**src/hw/spt_pkg.sv**
```systemverilog
package spt_pkg;
  // register byte offsets
  localparam logic [7:0] SPT_OFF_CONFIG = 8'h00;
  localparam logic [7:0] SPT_OFF_SENSE = 8'h04;
  localparam logic [7:0] SPT_OFF_IRQCTL = 8'h08;
  localparam logic [7:0] SPT_OFF_COUNT = 8'h0c;
  localparam logic [7:0] SPT_OFF_STATUS = 8'h10;
  localparam logic [7:0] SPT_OFF_MASK = 8'h14;
  localparam logic [7:0] SPT_OFF_CTRL = 8'h18;
  // prescale_config fields
  localparam int SPT_CFG_CLK_SEL = 5;
  localparam int SPT_CFG_EDGE_SEL = 4;
  localparam int SPT_CFG_ASSIGN = 3;
  localparam int SPT_CFG_RATE_LSB = 0;
  localparam logic [7:0] SPT_CFG_RESET = 8'hff;
  // cap_sense_control fields
  localparam int SPT_SNS_EXT_SEL = 0;
  localparam logic [7:0] SPT_SNS_RESET = 8'h00;
  // interrupt_control fields
  localparam int SPT_IRQ_ENABLE = 5;
  localparam int SPT_IRQ_FLAG = 2;
  localparam logic [7:0] SPT_IRQ_RESET = 8'h00;
  // event status bits
  localparam int SPT_EV_OVF = 0;
  localparam int SPT_EV_WRAP_WDT = 1;
  localparam int SPT_EV_NUM = 2;
  // control register bits
  localparam int SPT_CTL_SLEEP = 0;
  localparam int SPT_CTL_WDT_CLEAR = 1;
  // timing
  localparam int SPT_PHASES = 4;
  localparam int SPT_WRITE_HOLD_CYC = 2;
  typedef enum logic [1:0] {SPT_Q1, SPT_Q2, SPT_Q3, SPT_Q4} spt_phase_t;
endpackage

```
**src/hw/spt_timer.sv**
```systemverilog
`timescale 1ns/100ps
// Summary of operation
// RULE1: one prescaler, timer or watchdog, never both
// RULE2: assign bit 0 gives timer, 1 watchdog
// RULE3: timer ratio is two to code plus one
// RULE4: watchdog assigned: timer counts 1:1
// RULE5: prescaler count hidden and not writable
// RULE6: count write clears prescaler when timer-assigned
// RULE7: watchdog clear clears prescaler and watchdog
// RULE8: overflow flag set on wrap to 00h
// RULE9: only software clears the overflow flag
// RULE10: interrupt needs enable and flag together
// RULE11: sleep freezes counter, no overflow
// RULE12: external edge sampled on Q2 and Q4
// RULE13: clock select: 0 instruction clock, 1 external
// RULE14: edge select: 1 falling, 0 rising
// RULE15: count write blocks two instruction cycles
// RULE16: sense select: 0 pin, 1 oscillator
// RULE17: 8-bit prescaler, tap carry advances timer
module spt_timer
  import spt_pkg::*;
#(
  parameter int PRESCALE_WIDTH = 8
)(
  input wire logic clk,
  input wire logic rst_n,
  input wire logic hsel,
  input wire logic [31:0] haddr,
  input wire logic [1:0] htrans,
  input wire logic hwrite,
  input wire logic [2:0] hsize,
  input wire logic [31:0] hwdata,
  input wire logic hready,
  output logic [31:0] hrdata,
  output logic hreadyout,
  output logic hresp,
  input wire logic ext_count_pin,
  input wire logic sense_oscillator,
  input wire logic sleep_req,
  input wire logic watchdog_clear_instruction,
  output logic watchdog_tick,
  output logic overflow_irq,
  output logic irq
);
  import spt_pkg::*;

  // ----------------------------------------
  // register state
  // ----------------------------------------
  logic [7:0] prescale_config;
  logic [7:0] cap_sense_control;
  logic [7:0] interrupt_control;
  logic [7:0] count_value;
  logic [SPT_EV_NUM-1:0] status;
  logic [SPT_EV_NUM-1:0] mask;
  logic sleep_sw;

  logic [7:0] a_addr;
  logic a_write;
  logic a_valid;
  logic wr_cfg, wr_sns, wr_irq, wr_cnt, wr_sts, wr_msk, wr_ctl;

  function automatic logic hit(input logic [7:0] a, input logic [7:0] off);
    hit = (a == off);
  endfunction

  // ----------------------------------------
  // ahb-lite slave: zero wait, always okay
  // ----------------------------------------
  assign hreadyout = 1'b1;
  assign hresp = 1'b0;

  // address phase capture
  always_ff @(posedge clk or negedge rst_n)
  begin
    if (!rst_n)
    begin
      a_addr <= 8'h00;
      a_write <= 1'b0;
      a_valid <= 1'b0;
    end
    else if (hready)
    begin
      a_addr <= haddr[7:0];
      a_write <= hwrite;
      a_valid <= hsel && htrans[1];
    end
  end

  // data phase write strobes
  always_comb
  begin
    wr_cfg = a_valid && a_write && hit(a_addr, SPT_OFF_CONFIG);
    wr_sns = a_valid && a_write && hit(a_addr, SPT_OFF_SENSE);
    wr_irq = a_valid && a_write && hit(a_addr, SPT_OFF_IRQCTL);
    wr_cnt = a_valid && a_write && hit(a_addr, SPT_OFF_COUNT);
    wr_sts = a_valid && a_write && hit(a_addr, SPT_OFF_STATUS);
    wr_msk = a_valid && a_write && hit(a_addr, SPT_OFF_MASK);
    wr_ctl = a_valid && a_write && hit(a_addr, SPT_OFF_CTRL);
  end

  // read mux; prescaler count has no address, unmapped reads zero
  always_comb
  begin
    hrdata = 32'h0000_0000;
    if (a_valid && !a_write)
    begin
      case (a_addr)
        SPT_OFF_CONFIG: hrdata = {24'h00_0000, prescale_config};
        SPT_OFF_SENSE: hrdata = {24'h00_0000, cap_sense_control};
        SPT_OFF_IRQCTL: hrdata = {24'h00_0000, interrupt_control};
        SPT_OFF_COUNT: hrdata = {24'h00_0000, count_value};
        SPT_OFF_STATUS: hrdata = {30'h0000_0000, status};
        SPT_OFF_MASK: hrdata = {30'h0000_0000, mask};
        SPT_OFF_CTRL: hrdata = {31'h0000_0000, sleep_sw};
        default: hrdata = 32'h0000_0000;
      endcase
    end
  end // RULE5

  // plain configuration registers
  always_ff @(posedge clk or negedge rst_n)
  begin
    if (!rst_n)
    begin
      prescale_config <= SPT_CFG_RESET;
      cap_sense_control <= SPT_SNS_RESET;
      mask <= '0;
      sleep_sw <= 1'b0;
    end
    else
    begin
      if (wr_cfg)
        prescale_config <= hwdata[7:0];
      if (wr_sns)
        cap_sense_control <= {7'h00, hwdata[SPT_SNS_EXT_SEL]};
      if (wr_msk)
        mask <= hwdata[SPT_EV_NUM-1:0];
      if (wr_ctl)
        sleep_sw <= hwdata[SPT_CTL_SLEEP];
    end
  end

  wire logic to_timer = !prescale_config[SPT_CFG_ASSIGN]; // RULE1 RULE2
  wire logic [2:0] rate = prescale_config[SPT_CFG_RATE_LSB +: 3];
  wire logic sleeping = sleep_req || sleep_sw;

  // ----------------------------------------
  // instruction clock phases
  // ----------------------------------------
  spt_phase_t phase;
  logic cycle_end;

  // four phases make one instruction cycle
  always_ff @(posedge clk or negedge rst_n)
  begin
    if (!rst_n)
      phase <= SPT_Q1;
    else
    begin
      case (phase)
        SPT_Q1: phase <= SPT_Q2;
        SPT_Q2: phase <= SPT_Q3;
        SPT_Q3: phase <= SPT_Q4;
        SPT_Q4: phase <= SPT_Q1;
        default: phase <= SPT_Q1;
      endcase
    end
  end
  assign cycle_end = (phase == SPT_Q4);

  // ----------------------------------------
  // external source: sync and edge detect
  // ----------------------------------------
  logic [1:0] pin_sync;
  logic [1:0] osc_sync;
  logic ext_prev;
  logic ext_level;
  logic ext_edge;

  // pins cross into clk through two flops each
  always_ff @(posedge clk or negedge rst_n)
  begin
    if (!rst_n)
    begin
      pin_sync <= 2'b00;
      osc_sync <= 2'b00;
      // synced pins read low here; match the reset edge polarity so no false edge follows reset
      ext_prev <= SPT_CFG_RESET[SPT_CFG_EDGE_SEL];
    end
    else
    begin
      pin_sync <= {pin_sync[0], ext_count_pin};
      osc_sync <= {osc_sync[0], sense_oscillator};
      ext_prev <= ext_level;
    end
  end

  // source mux, polarity flip turns falling into rising
  assign ext_level = (cap_sense_control[SPT_SNS_EXT_SEL] ? osc_sync[1] : pin_sync[1]) // RULE16
                     ^ prescale_config[SPT_CFG_EDGE_SEL]; // RULE14
  assign ext_edge = ext_level && !ext_prev;

  // raw source event; clock select picks instruction cycle or edge
  wire logic src_event = prescale_config[SPT_CFG_CLK_SEL] ? ext_edge : cycle_end; // RULE13

  // ----------------------------------------
  // shared prescaler
  // ----------------------------------------
  logic [PRESCALE_WIDTH-1:0] prescale;
  logic [PRESCALE_WIDTH-1:0] next_prescale;
  logic tap_carry;
  logic wdt_tap;

  assign next_prescale = prescale + 1'b1;

  // prescaler advances on each source event while not sleeping;
  // cleared by a count write (timer) or watchdog clear (watchdog)
  always_ff @(posedge clk or negedge rst_n)
  begin
    if (!rst_n)
      prescale <= '0;
    else if ((wr_cnt && to_timer) // RULE6
             || (!to_timer && (watchdog_clear_instruction
             || (wr_ctl && hwdata[SPT_CTL_WDT_CLEAR])))) // RULE7
      prescale <= '0;
    else if (src_event && !sleeping)
      prescale <= next_prescale;
  end

  logic [PRESCALE_WIDTH-1:0] rate_mask;

  // low rate+1 prescaler bits; all ones means the next event carries out of the tap
  always_comb
  begin
    for (int i = 0; i < PRESCALE_WIDTH; i++)
      rate_mask[i] = (i <= int'(rate));
  end

  // carry out of selected tap: bit rate toggles from 1 to 0
  assign tap_carry = src_event && !sleeping && ((prescale & rate_mask) == rate_mask); // RULE3 RULE17
  // watchdog sees half the timer ratio, 1:1 at code 000
  assign wdt_tap = src_event && !sleeping
                   && ((prescale & (rate_mask >> 1)) == (rate_mask >> 1)); // RULE4
  assign watchdog_tick = !to_timer && wdt_tap; // RULE1

  // ----------------------------------------
  // q2/q4 sampler and write hold
  // ----------------------------------------
  logic pend;
  logic inc;
  logic [3:0] hold;

  // prescaler output latched, then taken on q2 or q4 only
  always_ff @(posedge clk or negedge rst_n)
  begin
    if (!rst_n)
      pend <= 1'b0;
    else if (wr_cnt)
      pend <= 1'b0;
    else if (phase == SPT_Q2 || phase == SPT_Q4) // RULE12
      pend <= 1'b0;
    else if ((to_timer ? tap_carry : (src_event && !sleeping)))
      pend <= 1'b1;
  end

  wire logic raw_inc = to_timer ? tap_carry : (src_event && !sleeping); // RULE4
  assign inc = (phase == SPT_Q2 || phase == SPT_Q4) && (pend || raw_inc) && (hold == 4'h0) && !sleeping; // RULE11 RULE12

  // two instruction cycles of inhibit after a count write;
  // counted in clocks so a write late in a cycle does not shorten it
  always_ff @(posedge clk or negedge rst_n)
  begin
    if (!rst_n)
      hold <= 4'h0;
    else if (wr_cnt)
      hold <= 4'(SPT_WRITE_HOLD_CYC * SPT_PHASES); // RULE15
    else if (hold != 4'h0)
      hold <= hold - 4'h1;
  end

  // ----------------------------------------
  // counter and overflow
  // ----------------------------------------
  wire logic wrap = inc && (count_value == 8'hff);

  // count register; software write wins over increment
  always_ff @(posedge clk or negedge rst_n)
  begin
    if (!rst_n)
      count_value <= 8'h00;
    else if (wr_cnt)
      count_value <= hwdata[7:0];
    else if (inc)
      count_value <= count_value + 8'h01;
  end

  // interrupt control: flag set wins over software clear
  always_ff @(posedge clk or negedge rst_n)
  begin
    if (!rst_n)
      interrupt_control <= SPT_IRQ_RESET;
    else
    begin
      if (wr_irq)
        interrupt_control <= {2'b00, hwdata[SPT_IRQ_ENABLE], 2'b00, hwdata[SPT_IRQ_FLAG] | wrap, 2'b00}; // RULE9
      else if (wrap)
        interrupt_control[SPT_IRQ_FLAG] <= 1'b1; // RULE8
    end
  end

  assign overflow_irq = interrupt_control[SPT_IRQ_ENABLE] && interrupt_control[SPT_IRQ_FLAG]; // RULE10

  // ----------------------------------------
  // sticky status, write one to clear
  // ----------------------------------------
  wire logic [SPT_EV_NUM-1:0] ev = {watchdog_tick && (prescale == '0), wrap};

  always_ff @(posedge clk or negedge rst_n)
  begin
    if (!rst_n)
      status <= '0;
    else
      status <= ev | (status & ~(wr_sts ? hwdata[SPT_EV_NUM-1:0] : '0));
  end

  assign irq = |(status & mask);

  // ----------------------------------------
  // checks
  // ----------------------------------------
  chk_flag_on_wrap: assert property (@(posedge clk) disable iff (!rst_n) // RULE8
    wrap |=> interrupt_control[SPT_IRQ_FLAG])
    else $error("overflow flag not set after wrap");
  chk_flag_sticky: assert property (@(posedge clk) disable iff (!rst_n) // RULE9
    $fell(interrupt_control[SPT_IRQ_FLAG]) |-> $past(wr_irq))
    else $error("overflow flag cleared without software");
  chk_irq_gate: assert property (@(posedge clk) disable iff (!rst_n) // RULE10
    $rose(overflow_irq) |-> $past(wrap || wr_irq))
    else $error("overflow request rose without wrap or software write");
  chk_sleep_hold: assert property (@(posedge clk) disable iff (!rst_n) // RULE11
    (sleeping && !wr_cnt) |=> $stable(count_value))
    else $error("counter moved during sleep");
  chk_write_hold: assert property (@(posedge clk) disable iff (!rst_n) // RULE15
    wr_cnt |=> !inc [*8])
    else $error("count advanced right after write");
  chk_phase_sample: assert property (@(posedge clk) disable iff (!rst_n) // RULE12
    inc |-> (phase == SPT_Q2 || phase == SPT_Q4))
    else $error("increment outside q2 or q4");
  chk_presc_clear: assert property (@(posedge clk) disable iff (!rst_n) // RULE6
    (wr_cnt && to_timer) |=> prescale == '0)
    else $error("prescaler not cleared by count write");
  chk_wdt_clear: assert property (@(posedge clk) disable iff (!rst_n) // RULE7
    (!to_timer && watchdog_clear_instruction) |=> prescale == '0)
    else $error("prescaler not cleared by watchdog clear");
  chk_one_owner: assert property (@(posedge clk) disable iff (!rst_n) // RULE1
    to_timer |-> !watchdog_tick)
    else $error("watchdog ticks while prescaler on timer");
  chk_wrap_zero: assert property (@(posedge clk) disable iff (!rst_n) // RULE8
    (wrap && !wr_cnt) |=> count_value == 8'h00)
    else $error("wrap did not land on zero");
endmodule

```
**config.mk**
```make
export PLATFORM = sky130hd
export DESIGN_NAME = spt_timer
export DESIGN_NICKNAME = d
export VERILOG_FILES = /design/src/hw/spt_pkg.sv /design/src/hw/spt_timer.sv
export SDC_FILE = /design/constraint.sdc
export NUM_CORES = 1
export LEC_CHECK = 0
export BUFFER_PORTS_ARGS = -buffer_cell sky130_fd_sc_hd__buf_2
export CORE_UTILIZATION = 50
export DETAILED_ROUTE_END_ITERATION = 8
export PLACE_DENSITY = 0.87
export SLEW_MARGIN = 20
export SYNTH_ARGS = -nofsm -noshare
export SYNTH_HDL_FRONTEND = slang
export SYNTH_SLANG_ARGS = --single-unit
```
**constraint.sdc**
```tcl
create_clock -name clk -period 2.9 [get_ports clk]
set_clock_uncertainty 0.2 [all_clocks]
set_input_delay 0.725 -clock clk [delete_from_list [all_inputs] [get_ports clk]]
set_output_delay 0.725 -clock clk [all_outputs]
set_load 0.01 [all_outputs]
```
==> results of run 1 <==
==> layout by cell type (no fill, tap or decap), drive strengths merged, types with 2 or more instances in the layout <==
cell,netlist,layout
buf,27,52
nor4b,2,2
nand4,3,3
nand3,10,10
clkbuf,8,5
xnor2,15,15
mux2,22,22
a31oi,2,2
ha,9,9
a22oi,6,6
nor3,9,9
nand2b,2,2
and3,5,5
conb,2,26
a21oi,15,15
or3,3,3
inv,12,12
nand2,20,20
dfrtp,45,45
dfstp,9,9
nor2,38,38
o211ai,2,2
nor3b,6,6
o21ai,11,11
nor4,2,2
clkinvlp,0,2
mux2i,7,7
==> report_power, final <==
part           switching, mW  internal [mW]  total, mW
registers             0.0765          0.830      0.907
logic                  0.160          0.132      0.291
clock network          0.256          0.257      0.513
total                  0.492           1.22       1.71
==> worst min path at each step <==
stage | startpoint | to | slack [ps] | depth (start not counted)
6_report | osc_sync[0] | osc_sync[1] | 160 | 0
5_1_grt | osc_sync[0] | osc_sync[1] | 160 | 0
4_1_cts | osc_sync[0] | osc_sync[1] | 160 | 0
3_5_place_dp | osc_sync[0] | osc_sync[1] | 130 | 0
3_3_place_gp | osc_sync[0] | osc_sync[1] | 130 | 0
2_1_floorplan | osc_sync[0] | osc_sync[1] | 130 | 0
==> layer usage <==
metal / up-vias / routed length [µm]
li1: 1117 / -
met1: 1173 / 2741
met2: 108 / 3027
met3: 13 / 347
met4: 0 / 124
met5: - / 0
==> repair_timing <==
action	in CTS	in global routing
endpoints found under the setup margin	9	9
setup buffers	2	2
pin swaps	6	3
resized for setup	15	9
==> cells by family after synthesis <==
kind of cell	after synthesis	synth area share, %
mux	29	10.26
fa+ha+maj	10	3.958
compound gates	45	9.572
other cells	2	0.2424
simple gates	107	18.62
flops	54	43.98
xor+xnor	16	4.524
buf+inv	47	8.845
==> area by class of cell <==
class                           count  share of cell area [%]
Clock buffer                        5                   1.922
Timing Repair Buffer               52                   8.770
Sequential cell                    54                   38.09
Clock inverter                      3                   1.258
Inverter                           12                   1.258
Tap cell                           75                   2.621
Multi-Input combinational cell    233                   46.09
==> state kept, by name (all words and copies together), names as in the netlist, 4 cells and up <==
register and count:
prescale 8, a_addr 8, count_value 8, hold 4, prescale_config 8
==> summary.txt, run 1 <==
Congestion Overflow GR - 0
result of the run - finished with violations
later-pin clock latency in the skew report - 320 ps
critical path start-end classification - reg2out
layout cells sized above 1 - 30.08%
layer carrying the most global-route usage - met2
clock sink count - 54
DPL Wire Length - 4405 µm
sequential area share after synthesis - 43.98%
count of max-cap constraint violations - 0
VDD IR max - 0.0004369 V
Global Route Usage Sum - 20.30%
ANT cells - 0
CTS clk-pin slew, worst paths - 100 ps
vias post-DR - 2411
Clk Tree Root Cell - sky130_fd_sc_hd__clkbuf_8
width of the die - 80.72 µm
final setup margin - -352.2 ps
end of the worst register-to-register path - prescale_config[6]
Worst Setup End Kind - primary output
CTS tree - done
share of the synthesized area in the top cell type - 36.35%
synth cell count leaders - sky130_fd_sc_hd__dfrtp_1 (45), sky130_fd_sc_hd__nor2_1 (37), sky130_fd_sc_hd__buf_4 (26)
dpl ws - -26.62 ps
gate family responsible for the most delay along the worst path - simple AND/OR/NAND/NOR gates
required time at the endpoint of the critical path - 1980 ps
maximum net fanout on the critical path - 4
part of the cycle the worst path needs - 112.1%
final critical path time including I/O delays and setup - 3252 ps
router iterations before antenna repair - 4
number of I/O pins - 115
DR DRC count - 0
Total Neg Setup Slack - -1982 ps
Cells after Synth - 310
initial cell density of the core - 52.02%
syn avg cell area - 9.993 µm²
origin of the worst setup path - a_addr[1]
Slew @ Worst Pin - 834.1 ps
H-tree Lvls - 2
Syn. warnings - 0
element type at the critical path start - flip-flop
height of the die - 80.72 µm
depth of the worst register-to-register path - 8
cell type with the highest aggregate area in the netlist - sky130_fd_sc_hd__dfrtp_1
finished layout cell area - 3581 µm²
delay of the slowest critical-path stage - 530 ps
sequential cell area - 1364 µm²
CTS Hold Buffers Added - 0
count of input and output buffers - 36
GR Util met1 - 27.05%
nets@finish - 445
total number of cells along the worst setup path - 6
Total Wirelength - 6241 µm
multi-input gate area in the final layout - 1650 µm²
violations in the final reports - setup timing
slack of the worst reg-to-reg path - 140 ps
total cell area at the placement stage - 3323 µm²
detail-routed via count per cell - 5.555
Core Box Area - 5956 µm²
Top FF cell, synth - sky130_fd_sc_hd__dfrtp_1
RSZ-0062 raised after global routing - true
met3 Resource Use GR - 4.091%
final cell utilization of the core - 60.13%
Max Buffers Root-to-Sink - 2
relative slew slack - 44.15%
top-count cell post-synth - sky130_fd_sc_hd__dfrtp_1
number of global-route vias before repair - 2150
final hold violation count - 0
met2 usage - 32.37%
# setup viols final - 7
Detail Route Antenna Nets - 0
area delta synth->final - 15.59%
non-filler cells in the finished layout - 434
slowest stage cell on the critical path - sky130_fd_sc_hd__or4_4
Worst Hold Slack - 155.5 ps
FILL cells - 468
number of enable flip-flop cells after synthesis - 0
WL per Instance - 14.38 µm
Syn Std Cell Area - 3098 µm²
Die ar. - 6515 µm²
leakage power total - 1.553 nW
pin count of the biggest net entering global routing - 55
Max Freq - 307.5 MHz
Cell Count Post-Placement - 422
Yosys cell types - 53
number of buffers inserted during clock tree synthesis - 5
capture point of the critical path - hrdata[5]
buffering stage count on the worst path with inverters included - 1
power after layout - 1.711 mW
proportion of register bits with asynchronous set or reset after synthesis - 100.0%
cell types with the largest area share after synthesis - sky130_fd_sc_hd__dfrtp_1 (36%), sky130_fd_sc_hd__dfstp_2 (7.6%), sky130_fd_sc_hd__buf_4 (6.3%), sky130_fd_sc_hd__nor2_1 (4.5%), sky130_fd_sc_hd__xnor2_1 (4.2%)
global-route wire length before repair - 9998 µm
data arrival time at the worst-slack endpoint - 2330 ps
FF-to-FF Start - a_addr[1]
cells along the critical path - or4_4 > or3_4 > nor3_4 > a22oi_1 > a21oi_1 > buf_2
class of the worst hold path - reg2reg
initial antenna violation count - 0
last weighted congestion value of the routability-driven placer - 0.8334
violation count after the first detailed-route iteration - 190
max-slew violation total from the final report - 0
Seq cells post-synth - 54
row count - 28
Power Dens Cells - 477.8 nW/µm²
Note: power is estimated with default switching activity, not from simulation.
==> run 2, diff against run 1 <==
CORE_UTILIZATION = 51   (was 50)
PLACE_DENSITY = 0.88   (was 0.87)
clock period = 3.92 ns   (was 2.9 ns; I/O delays follow)
==> summary.txt, run 2 (same netlist as run 1, synthesis figures left out) <==
VDD IR max - 0.0003302 V (-24%)
class of the worst hold path - reg2reg
NetSw - 0.3561 mW (-28%)
CTS clk-pin slew, worst paths - 100 ps (about the same)
Power Dens Cells - 372.4 nW/µm² (-22%)
WL per Instance - 15.04 µm (+4.6%)
layout cells sized above 1 - 22.61% (-7.5 points)
most used cells in the layout excluding fill and tap cells - sky130_fd_sc_hd__dfrtp_1 (45), sky130_fd_sc_hd__nor2_1 (37), sky130_fd_sc_hd__buf_2 (36), sky130_fd_sc_hd__conb_1 (26), sky130_fd_sc_hd__nand2_1 (20)
Internal - 0.8951 mW (-27%)
Max Freq - 266.0 MHz
DPL Wire Length - 4621 µm (+4.9%)
origin of the worst setup path - a_addr[1]
ANT cells - 0 (unchanged)
violation count after the first detailed-route iteration - 147 (-23%)
switching power share of the total - 28.46% (-0.32 points)
Total Wirelength - 6318 µm (+1.2%)
router iterations before antenna repair - 4 (unchanged)
critical path start-end classification - reg2out
count of max-cap constraint violations - 0 (unchanged)
Total Neg Setup Slack - 0 ps (+1982 ps)
Detail Route Antenna Nets - 0 (unchanged)
max-slew violation total from the final report - 0 (unchanged)
last weighted congestion value of the routability-driven placer - 0.8529 (+2.3%)
total cell area at the placement stage - 3248 µm² (-2.3%)
RSZ-0062 raised after global routing - false
number of global-route vias before repair - 2175 (+1.2%)
part of the cycle the worst path needs - 95.89%
width of the die - 79.94 µm (-0.96%)
FILL cells - 509 (+8.8%)
final hold violation count - 0 (unchanged)
global-route wire length before repair - 10250 µm (+2.6%)
later-pin clock latency in the skew report - 320 ps (about the same)
vias post-DR - 2338 (-3.0%)
leakage power total - 1.464 nW (-5.7%)
most common library cell in the layout ignoring fill and taps - sky130_fd_sc_hd__dfrtp_1
final cell utilization of the core - 57.08% (-3.0 points)
number of buffers inserted during clock tree synthesis - 5 (unchanged)
final setup margin - 161.3 ps (+513.4 ps)
clock sink count - 54 (unchanged)
final critical path time including I/O delays and setup - 3759 ps
area delta synth->final - 8.441%
initial antenna violation count - 0 (unchanged)
dpl ws - 544.0 ps (+570.6 ps)
Core Box Area - 5886 µm² (-1.2%)
fraction of power consumed by combinational cells - 16.4% (-0.6 points)
initial cell density of the core - 52.64% (+0.62 points)
data arrival time at the worst-slack endpoint - 2580 ps (+250 ps)
relative slew slack - 44.55% (+0.40 points)
power after layout - 1.251 mW (-27%)
number of I/O pins - 115 (unchanged)
# setup viols final - 0 (-7)
H-tree Lvls - 2 (unchanged)
element type at the critical path start - flip-flop
detail-routed via count per cell - 5.567 (+0.20%)
Die ar. - 6390 µm² (-1.9%)
result of the run - completed
nets@finish - 431 (-3.1%)
postcts setup bufs - 0 (-2)
maximum net fanout on the critical path - 6 (+2)
fraction of power consumed by sequential logic - 53.5% (+0.5 points)
FF-to-FF Start - a_addr[1]
Max Buffers Root-to-Sink - 2 (unchanged)
CTS tree - done
height of the die - 79.94 µm (-0.96%)
DR DRC count - 0 (unchanged)
count of cells resized by post-cts repair - 0 (-15)
Clock Power Share - 30.1% (about the same)
row count - 28 (unchanged)
start point of the worst min-delay path - osc_sync[0]
Congestion Overflow GR - 0 (unchanged)
Slew @ Worst Pin - 828.1 ps (-6.000 ps)
Global Route Usage Sum - 21.15% (+0.86 points)
count of input and output buffers - 36 (unchanged)
required time at the endpoint of the critical path - 2740 ps (+760 ps)
finished layout cell area - 3359 µm² (-6.2%)
Worst Setup End Kind - primary output
Clk Tree Root Cell - sky130_fd_sc_hd__clkbuf_8
CTS Hold Buffers Added - 0 (unchanged)
pin count of the biggest net entering global routing - 34 (-38%)
==> run 2: worst max-delay path: stages, from the launching register on <==
cell,delay (ps)
sky130_fd_sc_hd__dfrtp_1,390
sky130_fd_sc_hd__or4_1,570
sky130_fd_sc_hd__nor2_1,260
sky130_fd_sc_hd__nand2_1,190
sky130_fd_sc_hd__nor2_1,430
sky130_fd_sc_hd__a22oi_1,170
sky130_fd_sc_hd__nor2_1,120
sky130_fd_sc_hd__buf_2,140
==> run 2: final timing paths <==
| kind | depth (start not counted) | slack, ps | end |
|---|---|---|---|
| max in group asynchronous | 2 | 2160 | prescale_config[0] |
| worst min-delay path | 0 | 160 | osc_sync[1] |
| worst max register to register | 8 | 1010 | prescale[4] |
| worst min register to register | 0 | 160 | osc_sync[1] |
| min in group asynchronous | 1 | 520 | a_write |
| worst max-delay path | 7 | 160 | hrdata[3] |
==> run 2: area by class of cell <==
class / count / area [µm²] / area share (%)
clock inverter: 2 / 38.79 / 1.155
sequential: 54 / 1363 / 40.56
tap: 75 / 93.84 / 2.793
inverter: 12 / 45.04 / 1.341
clock buffer: 6 / 72.57 / 2.160
multi-input combinational: 233 / 1551 / 46.18
timing repair buffer: 38 / 195.2 / 5.810
==> run 2: routing by layer <==
layer / vias to the layer above / track usage [%] / wire length, µm
li1: 1090 / - / -
met4: 0 / 9.643 / 166
met5: - / 0 / 0
met2: 112 / 35.04 / 3079
met3: 15 / 4.000 / 419
met1: 1121 / 26.69 / 2653
==> run 2: metrics by stage <==
step / hold WS [ps] / cells
2_1_floorplan: 131.2 / 334
3_3_place_gp: 131.9 / 412
3_5_place_dp: 134.7 / 412
4_1_cts: 157.9 / 420
5_1_grt: 164.4 / 420
6_report: 156.8 / 420
==> run 2: power by group through the flow <==
stage | registers [mW] | clock network (mW) | logic, mW
finish | 0.669 | 0.377 | 0.205
CTS | 0.668 | 0.384 | 0.207
global route | 0.676 | 0.405 | 0.235
floorplan | 0.656 | 0 | 0.180
detailed placement | 0.678 | 0 | 0.205
global placement | 0.674 | 0 | 0.191
==> run 3, diff against run 2 <==
MAX_ROUTING_LAYER = met4   (was unset)
==> summary.txt, run 3 (same netlist as run 1, synthesis figures left out) <==
Die ar. - 6390 µm² (unchanged)
Clk Tree Root Cell - sky130_fd_sc_hd__clkbuf_8
Total Wirelength - 6311 µm (-0.11%)
last weighted congestion value of the routability-driven placer - 0.8665 (+1.6%)
most used cells in the layout excluding fill and tap cells - sky130_fd_sc_hd__dfrtp_1 (45), sky130_fd_sc_hd__nor2_1 (37), sky130_fd_sc_hd__buf_2 (36), sky130_fd_sc_hd__conb_1 (26), sky130_fd_sc_hd__nand2_1 (20)
data arrival time at the worst-slack endpoint - 2570 ps (about the same)
buffering stage count on the worst path with inverters included - 1 (unchanged)
Core Box Area - 5886 µm² (unchanged)
count of input and output buffers - 36 (unchanged)
layout cells sized above 1 - 22.61% (unchanged)
global-route wire length before repair - 10270 µm (+0.14%)
pin count of the biggest net entering global routing - 34 (unchanged)
RSZ-0062 raised after global routing - false
finished layout cell area - 3359 µm² (unchanged)
non-filler cells in the finished layout - 420 (unchanged)
area delta synth->final - 8.441% (unchanged)
total number of cells along the worst setup path - 7 (unchanged)
relative slew slack - 44.56% (about the same)
count of cells resized by post-cts repair - 0 (unchanged)
critical path start-end classification - reg2out
detail-routed via count per cell - 5.536 (-0.56%)
end of the worst register-to-register path - prescale[4]
Worst Setup End Kind - primary output
height of the die - 79.94 µm (unchanged)
vias post-DR - 2325 (-0.56%)
cells along the critical path - or4_1 > nor2_1 > nand2_1 > nor2_1 > a22oi_1 > nor2_1 > buf_2
Power Dens Cells - 372.5 nW/µm² (about the same)
DR DRC count - 0 (unchanged)
result of the run - completed
element type at the critical path start - flip-flop
most numerous cell on the critical path - sky130_fd_sc_hd__nor2_1
H-tree Lvls - 2 (unchanged)
required time at the endpoint of the critical path - 2740 ps (about the same)
total cell area at the placement stage - 3248 µm² (unchanged)
CTS Hold Buffers Added - 0 (unchanged)
slack of the worst reg-to-reg path - 1010 ps (about the same)
FF-to-FF Start - a_addr[1]
count of max-cap constraint violations - 0 (unchanged)
nets@finish - 431 (unchanged)
CTS tree - done
number of cells on the worst hold path - 0 (unchanged)
number of buffers inserted during clock tree synthesis - 5 (unchanged)
class of the worst hold path - reg2reg
number of global-route vias before repair - 2174 (-0.046%)
Congestion Overflow GR - 0 (unchanged)
ANT cells - 0 (unchanged)
gate family responsible for the most delay along the worst path - simple AND/OR/NAND/NOR gates
WL per Instance - 15.03 µm (-0.11%)
initial antenna violation count - 0 (unchanged)
Max Freq - 266.3 MHz (+0.11%)
most common library cell in the layout ignoring fill and taps - sky130_fd_sc_hd__dfrtp_1
final critical path time including I/O delays and setup - 3755 ps (-4.017 ps)
# setup viols final - 0 (unchanged)
Max Buffers Root-to-Sink - 2 (unchanged)
Cell Count Post-Placement - 412 (unchanged)
dpl ws - 544.0 ps (unchanged)
clock sink count - 54 (unchanged)
VDD IR max - 0.0003303 V (about the same)
postcts setup bufs - 0 (unchanged)
slowest stage cell on the critical path - sky130_fd_sc_hd__or4_1
Global Route Usage Sum - 21.77% (+0.61 points)
final hold violation count - 0 (unchanged)
Worst Hold Slack - 156.3 ps (-0.5340 ps)
origin of the worst setup path - a_addr[1]
depth of the worst register-to-register path - 8 (unchanged)
delay of the slowest critical-path stage - 570 ps (about the same)
CTS clk-pin slew, worst paths - 100 ps (about the same)
part of the cycle the worst path needs - 95.78% (-0.10 points)
destination of the worst hold path - osc_sync[1]
leakage power total - 1.464 nW (unchanged)
row count - 28 (unchanged)
maximum net fanout on the critical path - 6 (unchanged)
initial cell density of the core - 52.64% (unchanged)
later-pin clock latency in the skew report - 320 ps (about the same)
start point of the worst min-delay path - osc_sync[0]
max-slew violation total from the final report - 0 (unchanged)
number of I/O pins - 115 (unchanged)
Total Neg Setup Slack - 0 ps (unchanged)
Detail Route Antenna Nets - 0 (unchanged)
DPL Wire Length - 4621 µm (unchanged)
router iterations before antenna repair - 4 (unchanged)
violation count after the first detailed-route iteration - 159 (+8.2%)
width of the die - 79.94 µm (unchanged)
final setup margin - 165.3 ps (+4.017 ps)
Slew @ Worst Pin - 827.9 ps (-0.1454 ps)
run 3: area by class of cell:
class | count | area (µm²)
Clock inverter | 2 | 38.79
Fill cell | 509 | 2526
Multi-Input combinational cell | 233 | 1551
Inverter | 12 | 45.04
Clock buffer | 6 | 72.57
Timing Repair Buffer | 38 | 195.2
Sequential cell | 54 | 1363
Tap cell | 75 | 93.84
run 3: worst max-delay path by stage:
stage / end
after global placement: hrdata[5]
after global routing: hrdata[4]
after CTS: hrdata[3]
after floorplan: hrdata[2]
final: hrdata[3]
after detailed placement: hrdata[3]
run 3: worst register-to-register path, delay by kind of cell (launching register included):
kind                   cells  cell delay (ps)
AO/OA/AOI/OAI              1              500
flip-flops                 1              390
buffers and inverters      1              230
AND/OR/NAND/NOR            6             1450
run 3: routing by layer:
metal | track usage, % | part of all wire [%] | vias up
li1 | - | - | 1090
met1 | 26.84 | 42 | 1121
met2 | 34.96 | 49 | 101
met3 | 4.000 | 6.2 | 13
met4 | 9.643 | 2.2 | 0
met5 | - | 0 | -
run 3: report_power, final:
part / leakage (nW) / total (mW) / internal (mW) / switching, mW
sequential: 0.656 / 0.669 / 0.614 / 0.0554
combinational: 0.753 / 0.205 / 0.0891 / 0.115
clock: 0.0554 / 0.377 / 0.192 / 0.185
total: 1.46 / 1.25 / 0.895 / 0.356
run 3: through the flow:
| stage | utilization, % | total power, mW |
|---|---|---|
| after floorplan | - | 0.8355 |
| after global placement | 55.19 | 0.8646 |
| after detailed placement | 55.19 | 0.8834 |
| after CTS | 57.08 | 1.259 |
| after global routing | 57.08 | 1.317 |
| final | 57.08 | 1.251 |
